File: config.mk
export PLATFORM = sky130hd
export DESIGN_NAME = spb_core
export DESIGN_NICKNAME = d
export VERILOG_FILES = /design/src/spb_pkg.sv /design/src/spb_fifo.sv /design/src/spb_core.sv
export SDC_FILE = /design/constraint.sdc
export NUM_CORES = 1
export LEC_CHECK = 0
export ABC_AREA = 1
export BUFFER_PORTS_ARGS = -buffer_cell sky130_fd_sc_hd__buf_2
export CORE_UTILIZATION = 62
export CTS_CLUSTER_DIAMETER = 80
export CTS_CLUSTER_SIZE = 28
export DETAILED_ROUTE_END_ITERATION = 8
export GPL_TIMING_DRIVEN = 0
export PLACE_DENSITY = 0.85
export SLEW_MARGIN = 20
export SYNTH_ARGS = -nofsm -noshare
export SYNTH_HDL_FRONTEND = slang
export SYNTH_SLANG_ARGS = --single-unit
File: constraint.sdc
create_clock -name core_clk_i -period 5.9 [get_ports core_clk_i]
set_input_delay 0.295 -clock core_clk_i [delete_from_list [all_inputs] [get_ports core_clk_i]]
set_output_delay 0.295 -clock core_clk_i [all_outputs]
set_load 0.05 [all_outputs]
File: src/spb_pkg.sv
// shared constants for the serial port buffer and baud divider block
package spb_pkg;

  // =========================================================
  // register byte offsets
  localparam logic [7:0] ADR_RX_DATA   = 8'h00;
  localparam logic [7:0] ADR_TX_DATA   = 8'h04;
  localparam logic [7:0] ADR_BAUD_LO   = 8'h08;
  localparam logic [7:0] ADR_BAUD_HI   = 8'h0C;
  localparam logic [7:0] ADR_RX_CTRL   = 8'h10;
  localparam logic [7:0] ADR_TX_CTRL   = 8'h14;
  localparam logic [7:0] ADR_BAUD_CTRL = 8'h18;

  // =========================================================
  // field positions
  localparam int RX_NINTH_BIT      = 0;
  localparam int RX_FULL_BIT       = 1;
  localparam int TX_NINTH_BIT      = 0;
  localparam int TX_FREE_BIT       = 1;
  localparam int TX_HIGH_SPEED_BIT = 2;
  localparam int TX_SYNC_BIT       = 4;
  localparam int BAUD_WIDE_BIT     = 3;

  // =========================================================
  // writable masks and reset values
  localparam logic [7:0] RX_CTRL_WMASK   = 8'hFC;
  localparam logic [7:0] TX_CTRL_WMASK   = 8'hFD;
  localparam logic [7:0] BAUD_CTRL_WMASK = 8'h1B;
  localparam logic [7:0] RST_BYTE        = 8'h00;

  // =========================================================
  // prescale factors
  localparam logic [6:0] PRE_SLOW = 7'h40;
  localparam logic [6:0] PRE_MID  = 7'h10;
  localparam logic [6:0] PRE_FAST = 7'h04;

  // =========================================================
  // register selects
  typedef enum logic [2:0] {
    SPB_SEL_NONE,
    SPB_SEL_RX_DATA,
    SPB_SEL_TX_DATA,
    SPB_SEL_BAUD_LO,
    SPB_SEL_BAUD_HI,
    SPB_SEL_RX_CTRL,
    SPB_SEL_TX_CTRL,
    SPB_SEL_BAUD_CTRL
  } spb_sel_e;

endpackage

File: src/spb_fifo.sv
// receive character fifo with valid and ready on both sides
`timescale 1ns/1ps
module spb_fifo #(
  parameter int WIDTH = 9,
  parameter int DEPTH = 8
) (
  input  wire logic             core_clk_i,
  input  wire logic             sys_rst_i,
  input  wire logic             in_valid_i,
  input  wire logic [WIDTH-1:0] in_data_i,
  output logic                  in_ready_o,
  output logic                  out_valid_o,
  output logic      [WIDTH-1:0] out_data_o,
  input  wire logic             out_ready_i
);
  localparam int AW = (DEPTH > 1) ? $clog2(DEPTH) : 1;

  logic [WIDTH-1:0] mem [DEPTH];
  logic [AW-1:0]    wr_ptr;
  logic [AW-1:0]    rd_ptr;
  logic [AW:0]      count;
  logic [AW:0]      next_count;
  logic             push;
  logic             pop;

  assign push        = in_valid_i & in_ready_o;
  assign pop         = out_valid_o & out_ready_i;
  assign out_valid_o = (count != '0);
  assign out_data_o  = mem[rd_ptr];

  always_comb begin
    next_count = count;
    if (push && !pop) begin
      next_count = count + 1'b1;
    end else if (pop && !push) begin
      next_count = count - 1'b1;
    end
  end

  always_ff @(posedge core_clk_i) begin
    if (push) begin
      mem[wr_ptr] <= in_data_i;
    end
  end

  always_ff @(posedge core_clk_i) begin
    if (sys_rst_i) begin
      wr_ptr     <= '0;
      rd_ptr     <= '0;
      count      <= '0;
      in_ready_o <= 1'b1;
    end else begin
      if (push) begin
        wr_ptr <= (wr_ptr == AW'(DEPTH - 1)) ? '0 : wr_ptr + 1'b1;
      end
      if (pop) begin
        rd_ptr <= (rd_ptr == AW'(DEPTH - 1)) ? '0 : rd_ptr + 1'b1;
      end
      count      <= next_count;
      in_ready_o <= (next_count != (AW + 1)'(DEPTH));
    end
  end
endmodule

File: src/spb_core.sv
// serial port data buffers and baud divider behind a wishbone slave
//
// The implementer's own choices: the Wishbone interface to the registers and the placing of the registers.
`timescale 1ns/1ps
module spb_core
  import spb_pkg::*;
#(
  parameter int FIFO_DEPTH = 8
) (
  input  wire logic        core_clk_i,
  input  wire logic        sys_rst_i,
  input  wire logic        wb_cyc_i,
  input  wire logic        wb_stb_i,
  input  wire logic        wb_we_i,
  input  wire logic [7:0]  wb_adr_i,
  input  wire logic [3:0]  wb_sel_i,
  input  wire logic [31:0] wb_dat_i,
  output logic      [31:0] wb_dat_o,
  output logic             wb_ack_o,
  input  wire logic        rx_char_valid_i,
  input  wire logic [8:0]  rx_char_i,
  output logic             rx_char_ready_o,
  output logic             tx_char_valid_o,
  output logic      [8:0]  tx_char_o,
  input  wire logic        tx_char_ready_i,
  output logic             baud_tick_o
);

  // =========================================================
  // address decode
  function automatic spb_sel_e decode(input logic [7:0] adr);
    case (adr)
      ADR_RX_DATA:   decode = SPB_SEL_RX_DATA;
      ADR_TX_DATA:   decode = SPB_SEL_TX_DATA;
      ADR_BAUD_LO:   decode = SPB_SEL_BAUD_LO;
      ADR_BAUD_HI:   decode = SPB_SEL_BAUD_HI;
      ADR_RX_CTRL:   decode = SPB_SEL_RX_CTRL;
      ADR_TX_CTRL:   decode = SPB_SEL_TX_CTRL;
      ADR_BAUD_CTRL: decode = SPB_SEL_BAUD_CTRL;
      default:       decode = SPB_SEL_NONE;
    endcase
  endfunction

  spb_sel_e    sel;
  logic        acc;
  logic        wr_go;
  logic        rx_pop;
  logic        restart;
  logic [7:0]  baud_divisor_low;
  logic [7:0]  baud_divisor_high;
  logic [7:0]  rx_ctrl;
  logic [7:0]  tx_ctrl;
  logic [7:2]  rx_keep;
  logic [7:2]  tx_keep;
  logic        tx_ninth_bit;
  logic [7:0]  baud_control;
  logic        rx_full;
  logic [8:0]  rx_word;
  logic        fifo_valid;
  logic [8:0]  fifo_data;
  logic        fifo_ready;
  logic [7:0]  rd_byte;
  logic        wide_divider_select;
  logic        high_speed_select;
  logic        sync_mode;
  logic [6:0]  pre_div;
  logic [15:0] div_limit;
  logic [6:0]  pre_cnt;
  logic [15:0] div_cnt;
  logic        pre_last;
  logic        div_last;

  assign sel     = decode(wb_adr_i);
  assign acc     = wb_cyc_i & wb_stb_i & ~wb_ack_o;
  assign wr_go   = acc & wb_we_i & wb_sel_i[0];
  assign rx_pop  = acc & ~wb_we_i & (sel == SPB_SEL_RX_DATA);
  assign restart = wr_go & ((sel == SPB_SEL_BAUD_LO) |
                            (sel == SPB_SEL_BAUD_HI));

  assign wide_divider_select = baud_control[BAUD_WIDE_BIT];
  assign high_speed_select   = tx_ctrl[TX_HIGH_SPEED_BIT];
  assign sync_mode           = tx_ctrl[TX_SYNC_BIT];

  // =========================================================
  // wishbone answer
  always_comb begin
    case (sel)
      SPB_SEL_RX_DATA:   rd_byte = rx_word[7:0];
      SPB_SEL_TX_DATA:   rd_byte = tx_char_o[7:0];
      SPB_SEL_BAUD_LO:   rd_byte = baud_divisor_low;
      SPB_SEL_BAUD_HI:   rd_byte = baud_divisor_high;
      SPB_SEL_RX_CTRL:   rd_byte = rx_ctrl;
      SPB_SEL_TX_CTRL:   rd_byte = tx_ctrl;
      SPB_SEL_BAUD_CTRL: rd_byte = baud_control;
      default:           rd_byte = 8'h00;
    endcase
  end

  always_ff @(posedge core_clk_i) begin
    if (sys_rst_i) begin
      wb_ack_o <= 1'b0;
      wb_dat_o <= 32'h00000000;
    end else begin
      wb_ack_o <= acc;
      if (acc) begin
        wb_dat_o <= {24'h000000, rd_byte};
      end
    end
  end

  // =========================================================
  // control registers
  always_ff @(posedge core_clk_i) begin
    if (sys_rst_i) begin
      baud_divisor_low  <= RST_BYTE;
      baud_divisor_high <= RST_BYTE;
      baud_control      <= RST_BYTE;
    end else if (wr_go) begin
      if (sel == SPB_SEL_BAUD_LO) begin
        baud_divisor_low <= wb_dat_i[7:0];
      end
      if (sel == SPB_SEL_BAUD_HI) begin
        baud_divisor_high <= wb_dat_i[7:0];
      end
      if (sel == SPB_SEL_BAUD_CTRL) begin
        baud_control <= wb_dat_i[7:0] & BAUD_CTRL_WMASK;
      end
    end
  end

  always_ff @(posedge core_clk_i) begin
    if (sys_rst_i) begin
      rx_keep <= RST_BYTE[7:2];
    end else if (wr_go && sel == SPB_SEL_RX_CTRL) begin
      rx_keep <= wb_dat_i[7:2] & RX_CTRL_WMASK[7:2];
    end
  end
  assign rx_ctrl = {rx_keep, rx_full, rx_word[8]};

  always_ff @(posedge core_clk_i) begin
    if (sys_rst_i) begin
      tx_keep      <= RST_BYTE[7:2];
      tx_ninth_bit <= RST_BYTE[0];
    end else if (wr_go && sel == SPB_SEL_TX_CTRL) begin
      tx_keep      <= wb_dat_i[7:2] & TX_CTRL_WMASK[7:2];
      tx_ninth_bit <= wb_dat_i[TX_NINTH_BIT];
    end
  end
  assign tx_ctrl = {tx_keep, ~tx_char_valid_o, tx_ninth_bit};

  // =========================================================
  // transmit holding buffer
  always_ff @(posedge core_clk_i) begin
    if (sys_rst_i) begin
      tx_char_valid_o <= 1'b0;
      tx_char_o       <= 9'h000;
    end else begin
      if (tx_char_valid_o && tx_char_ready_i) begin
        tx_char_valid_o <= 1'b0;
      end
      if (wr_go && sel == SPB_SEL_TX_DATA &&
          (!tx_char_valid_o || tx_char_ready_i)) begin
        tx_char_valid_o <= 1'b1;
        tx_char_o       <= {tx_ctrl[TX_NINTH_BIT], wb_dat_i[7:0]};
      end
    end
  end

  // =========================================================
  // receive path
  spb_fifo #(
    .WIDTH (9),
    .DEPTH (FIFO_DEPTH)
  ) u_rx_fifo (
    .core_clk_i  (core_clk_i),
    .sys_rst_i   (sys_rst_i),
    .in_valid_i  (rx_char_valid_i),
    .in_data_i   (rx_char_i),
    .in_ready_o  (rx_char_ready_o),
    .out_valid_o (fifo_valid),
    .out_data_o  (fifo_data),
    .out_ready_i (fifo_ready)
  );

  assign fifo_ready = ~rx_full | rx_pop;

  always_ff @(posedge core_clk_i) begin
    if (sys_rst_i) begin
      rx_full <= 1'b0;
      rx_word <= 9'h000;
    end else if (fifo_valid && fifo_ready) begin
      rx_full <= 1'b1;
      rx_word <= fifo_data;
    end else if (rx_pop) begin
      rx_full <= 1'b0;
    end
  end

  // =========================================================
  // baud rate generator
  always_comb begin
    if (sync_mode) begin
      pre_div = PRE_FAST;
    end else if (wide_divider_select) begin
      pre_div = high_speed_select ? PRE_FAST : PRE_MID;
    end else begin
      pre_div = high_speed_select ? PRE_MID : PRE_SLOW;
    end
  end

  assign div_limit = wide_divider_select ?
                     {baud_divisor_high, baud_divisor_low} :
                     {8'h00, baud_divisor_low};
  assign pre_last  = (pre_cnt >= pre_div - 7'h01);
  assign div_last  = (div_cnt >= div_limit);

  always_ff @(posedge core_clk_i) begin
    if (sys_rst_i || restart) begin
      pre_cnt <= 7'h00;
      div_cnt <= 16'h0000;
    end else if (pre_last) begin
      pre_cnt <= 7'h00;
      div_cnt <= div_last ? 16'h0000 : div_cnt + 16'h0001;
    end else begin
      pre_cnt <= pre_cnt + 7'h01;
    end
  end

  always_ff @(posedge core_clk_i) begin
    if (sys_rst_i) begin
      baud_tick_o <= 1'b0;
    end else begin
      baud_tick_o <= pre_last & div_last & ~restart;
    end
  end

  // =========================================================
  // checks
  logic [22:0] period;
  logic [22:0] period_q;
  logic [22:0] gap_cnt;
  logic        gap_seen;

  assign period = {16'h0000, pre_div} * ({7'h00, div_limit} + 23'h000001);

  always_ff @(posedge core_clk_i) begin
    if (sys_rst_i) begin
      period_q <= 23'h000000;
      gap_cnt  <= 23'h000000;
      gap_seen <= 1'b0;
    end else begin
      period_q <= period;
      gap_cnt  <= baud_tick_o ? 23'h000001 : gap_cnt + 23'h000001;
      if (restart || period != period_q) begin
        gap_seen <= 1'b0;
      end else if (baud_tick_o) begin
        gap_seen <= 1'b1;
      end
    end
  end

  property p_rx_load;
    @(posedge core_clk_i) disable iff (sys_rst_i)
    (fifo_valid && fifo_ready) |=> (rx_full && rx_word == $past(fifo_data));
  endproperty
  a_rx_load: assert property (p_rx_load)
    else $error("receive buffer did not take fifo word");

  property p_rx_hold;
    @(posedge core_clk_i) disable iff (sys_rst_i)
    (rx_full && !rx_pop) |=> (rx_full && $stable(rx_word));
  endproperty
  a_rx_hold: assert property (p_rx_hold)
    else $error("held receive character changed before read");

  property p_tx_load;
    @(posedge core_clk_i) disable iff (sys_rst_i)
    (wr_go && sel == SPB_SEL_TX_DATA && !tx_char_valid_o) |=>
      (tx_char_valid_o &&
       tx_char_o == {$past(tx_ctrl[TX_NINTH_BIT]), $past(wb_dat_i[7:0])});
  endproperty
  a_tx_load: assert property (p_tx_load)
    else $error("transmit buffer did not load written character");

  property p_tx_hold;
    @(posedge core_clk_i) disable iff (sys_rst_i)
    (tx_char_valid_o && !tx_char_ready_i) |=>
      (tx_char_valid_o && $stable(tx_char_o));
  endproperty
  a_tx_hold: assert property (p_tx_hold)
    else $error("pending transmit character lost or overwritten");

  property p_lo_restart;
    @(posedge core_clk_i) disable iff (sys_rst_i)
    (wr_go && sel == SPB_SEL_BAUD_LO) |=>
      (pre_cnt == 7'h00 && div_cnt == 16'h0000 && !baud_tick_o);
  endproperty
  a_lo_restart: assert property (p_lo_restart)
    else $error("low divider write did not restart counter");

  property p_hi_restart;
    @(posedge core_clk_i) disable iff (sys_rst_i)
    (wr_go && sel == SPB_SEL_BAUD_HI) |=>
      (pre_cnt == 7'h00 && div_cnt == 16'h0000 &&
       baud_divisor_high == $past(wb_dat_i[7:0]));
  endproperty
  a_hi_restart: assert property (p_hi_restart)
    else $error("high divider write did not restart counter");

  property p_narrow;
    @(posedge core_clk_i) disable iff (sys_rst_i)
    !wide_divider_select |-> (div_limit == {8'h00, baud_divisor_low});
  endproperty
  a_narrow: assert property (p_narrow)
    else $error("high divider byte used in narrow mode");

  property p_slow_prescale;
    @(posedge core_clk_i) disable iff (sys_rst_i)
    (!sync_mode && !high_speed_select && !wide_divider_select) |->
      (pre_div == PRE_SLOW);
  endproperty
  a_slow_prescale: assert property (p_slow_prescale)
    else $error("slow async narrow prescale wrong");

  property p_fast_prescale;
    @(posedge core_clk_i) disable iff (sys_rst_i)
    (sync_mode || (high_speed_select && wide_divider_select)) |->
      (pre_div == PRE_FAST);
  endproperty
  a_fast_prescale: assert property (p_fast_prescale)
    else $error("fast or clocked prescale wrong");

  property p_wide_select;
    @(posedge core_clk_i) disable iff (sys_rst_i)
    wide_divider_select |->
      (div_limit == {baud_divisor_high, baud_divisor_low});
  endproperty
  a_wide_select: assert property (p_wide_select)
    else $error("wide divider not formed from both bytes");

  property p_sync_ignores_speed;
    @(posedge core_clk_i) disable iff (sys_rst_i)
    (sync_mode && $stable(sync_mode) && $changed(high_speed_select)) |->
      $stable(pre_div);
  endproperty
  a_sync_ignores_speed: assert property (p_sync_ignores_speed)
    else $error("speed select affected clocked mode");

  property p_tick_period;
    @(posedge core_clk_i) disable iff (sys_rst_i)
    (baud_tick_o && gap_seen && !restart && period == period_q) |->
      (gap_cnt == period);
  endproperty
  a_tick_period: assert property (p_tick_period)
    else $error("baud tick spacing differs from mode period");

  c_tick: cover property (@(posedge core_clk_i) disable iff (sys_rst_i)
    baud_tick_o && gap_seen);
  c_tx_taken: cover property (@(posedge core_clk_i) disable iff (sys_rst_i)
    tx_char_valid_o && tx_char_ready_i);
  c_rx_pop_refill: cover property (@(posedge core_clk_i)
    disable iff (sys_rst_i) rx_pop && fifo_valid);
  c_fifo_full: cover property (@(posedge core_clk_i) disable iff (sys_rst_i)
    !rx_char_ready_o && rx_char_valid_i);

endmodule

==> results.json <==
{
  "fin_tns_setup_ns": 0,
  "clockRootBuffer": "clkbuf_16",
  "numPortBuffers": 52,
  "ir_drop_v": 0.000378,
  "syn2layout_area_growth_pct": 14.4,
  "synth_seq_cells": 169,
  "drt_wl_total_mm": 19.4,
  "crit_slowest_cell": "dfxtp_1",
  "cts_hold_buf": 0,
  "timing.final.crit_share": 0.550,
  "relSlewSlack": 0.361,
  "power.density_nw_per_um2": 348,
  "synth_enable_flop_cells": 72,
  "drc_errors": 0,
  "p_switching_uw": 1050,
  "cts.sinks": 169,
  "p_clk_frac": 0.354,
  "crit_path_start_kind": "register",
  "crit_top_cell": "nand2_1",
  "rsz0062_at_grt": "no",
  "cts_resized": 0,
  "yosys_warnings": 0,
  "fillers": 936,
  "multi_input_area_um2": 3220,
  "vias": 6709,
  "p_leak_uw": 0.00384,
  "power_frac_comb": 0.223,
  "dp_hpwl_mm": 13.4,
  "drive_gt1_frac": 0.144,
  "min_period_ns": 3.24,
  "cp_data_required_time_ns": 6.27,
  "p_int_uw": 2120,
  "ys_async_sr_fraction": 0,
  "hold_viol": 0,
  "insertion_delay_ns": 0.43,
  "synth_area_leaders": "edfxtp_1, dfxtp_1, nand2_1, a21oi_1, ha_1",
  "cts_tree": "built",
  "ios": 105,
  "drv_cap": 0,
  "post-cts-setup-buffers": 0,
  "synth_cell_types": 39,
  "viasPerCell": 5.56,
  "antenna_found_initial": 0,
  "layout.nets": 1115,
  "grt_overflow_total": 0,
  "outcome": "finished, final reports clean",
  "route.detailed.wl_per_inst_um": 16.1,
  "hp-class": "in -> reg",
  "crit_fanout": 10,
  "syn_area_per_cell_um2": 8.59,
  "finalSetupViolCount": 0,
  "seq_area_um2": 4100,
  "first_global_vias": 6189,
  "coreArea_um2": 12600,
  "htree_num_levels": 4,
  "drtIter0Drc": 753,
  "rrSetupSlack_ns": 2.66,
  "dr.pass1.iters": 5,
  "endpoint_kind": "register",
  "ys_seq_area_frac": 0.515,
  "hold_ws_ns": 0.143,
  "worstMarginPinSlew_ns": 0.955,
  "syn_area_um2": 7970,
  "gp_congestion": 0.970,
  "clk_pin_slew_ns": 0.07,
  "fin_skew_ns": 0.00881,
  "rows": 41,
  "synthDominantCellAreaShare": 0.271,
  "timing.fmax_mhz": 308,
  "n_antenna_cell": 0,
  "grt_usage": 0.307,
  "synth_cells": 928,
  "initial_core_util": 0.634,
  "die-area_um2": 13300,
  "cts_buffer_depth": 2,
  "slew_violations": 0,
  "critical_path_class": "reg -> reg",
  "swShare": 0.332,
  "die_h_um": 115,
  "grt_max_degree": 18,
  "die_x_um": 115,
  "synth_top_area_cell": "edfxtp_1",
  "cp_data_arrival_time_ns": 3.62,
  "yosys_most_used_dff": "dfxtp_1",
  "cp_cell_sequence": "clkbuf_1 -> inv_1 -> ha_1 -> nand2_1 -> ha_1 -> xor2_1 -> ha_1 -> nand2_1 -> inv_1 -> a21oi_1 -> nand3_1 -> buf_2 -> inv_1 -> nand2_2 -> nand2_1 -> nand2_1 -> nor2_1",
  "antenna_left": 0,
  "cp_slowest_stage_delay_ns": 0.34,
  "p_seq_frac": 0.423,
  "grt_pass1_wl_mm": 30.3,
  "numCtsBuffers": 17
}
==> worst paths after layout <==
| path | start | end | cells after the start |
|---|---|---|---|
| min | rx_char_i[1] | u_rx_fifo.mem[0][1]$_DFFE_PP_ | 1 |
| min reg2reg | tx_keep[5]$_SDFFE_PP0P_ | tx_keep[5]$_SDFFE_PP0P_ | 2 |
| max reg2reg | baud_control[3]$_SDFFE_PP0P_ | div_cnt[10]$_SDFFE_PP0P_ | 17 |
| max | baud_control[3]$_SDFFE_PP0P_ | div_cnt[10]$_SDFFE_PP0P_ | 17 |
==> metal layers <==
layer  part of all wire  up-vias  global-route usage
met4              0.032        0               0.128
met2               0.48      316               0.500
met1               0.41     3088               0.390
met3              0.086       65              0.0785
li1                   -     3240                   -
met5                  0        -                   0
==> synthesized netlist by cell type, types with 2 or more instances <==
library cell and count:
nand2_1 172, inv_1 104, a21oi_1 98, dfxtp_1 97, nor2_1 80, o21ai_0 74
edfxtp_1 72, nand3_1 48, ha_1 33, buf_4 27, clkbuf_1 16, nor3_1 13
a221o_1 9, a31oi_1 9, nor2_2 9, xor2_1 8, o22ai_1 7, buf_2 6
nand4_1 6, nand2_4 5, nand3_2 5, buf_1 4, inv_2 4, nand2_2 3
clkinv_1 2, nand3b_1 2, nor3_2 2, xnor2_1 2
==> stage by stage <==
stage,power (µW),instances,utilization,worst slack (ns),instance area (µm²)
global route,3300,1207,0.726,2.42,9120
finish,3180,1207,0.726,2.66,9120
global placement,2020,1175,0.679,2.80,8530
CTS,3160,1207,0.726,2.68,9120
floorplan,1860,951,-,3.25,8060
detailed placement,2060,1175,0.679,2.72,8530
==> final cells by class <==
type | count | area share
flip-flops and latches | 169 | 0.450
multi-input cells | 617 | 0.353
clock buffers | 18 | 0.0470
inverters | 111 | 0.0458
plain buffers | 54 | 0.0350
repair buffers | 52 | 0.0285
well taps | 172 | 0.0236
clock inverters | 14 | 0.0176
==> flip-flops by register name, indices dropped and copies added (netlist names), 3 cells and up <==
register,count
baud_control,4
rx_word,9
u_rx_fifo.rd_ptr,3
rx_keep,6
wb_dat_o,8
u_rx_fifo.wr_ptr,3
tx_char_o,9
u_rx_fifo.count,4
pre_cnt,7
div_cnt,16
tx_keep,6
baud_divisor_high,8
u_rx_fifo.mem,72
baud_divisor_low,8
==> worst max-delay path: cells and delay by family, from the launching register on <==
family / cells / cell delay, ns
XOR/XNOR: 1 / 0.17
AND/OR/NAND/NOR: 7 / 0.79
flip-flops: 1 / 0.34
buffers and inverters: 5 / 0.91
adder cells (fa/ha/maj): 3 / 0.82
AO/OA/AOI/OAI: 1 / 0.15
==> logic make-up (layout without fill, tap and decap cells) <==
| logic type | after synthesis | in the layout | share of synthesized area |
|---|---|---|---|
| buffers and inverters | 165 | 249 | 0.0924 |
| flip-flops | 169 | 169 | 0.515 |
| other | 1 | 24 | 0.000470 |
| AND/OR/NAND/NOR | 349 | 349 | 0.194 |
| AO/OA/AOI/OAI | 201 | 201 | 0.135 |
| XOR/XNOR | 10 | 10 | 0.0110 |
| adder cells (fa/ha/maj) | 33 | 33 | 0.0518 |
==> power by group through the flow <==
stage / logic, µW / clock network [µW] / registers, µW
floorplan: 505 / 0 / 1360
global placement: 660 / 0 / 1360
detailed placement: 693 / 0 / 1370
CTS: 699 / 1120 / 1340
global route: 778 / 1170 / 1350
finish: 710 / 1130 / 1340
==> cell usage in the layout (no fill, tap or decap), drive strengths merged <==
master	n
o21ai	75
nand2	180
dfxtp	97
a21oi	98
xor2	8
ha	33
clkinv	7
inv	115
a221o	9
o21a	1
conb	24
a31oi	9
or2	2
o22ai	7
a22oi	1
buf	90
nand3	53
xnor2	2
clkinvlp	2
nand3b	2
nand4	6
bufinv	1
nor3	15
o21bai	1
clkbuf	34
edfxtp	72
nor2	91
No activity file was read; power rests on OpenSTA's default activity.
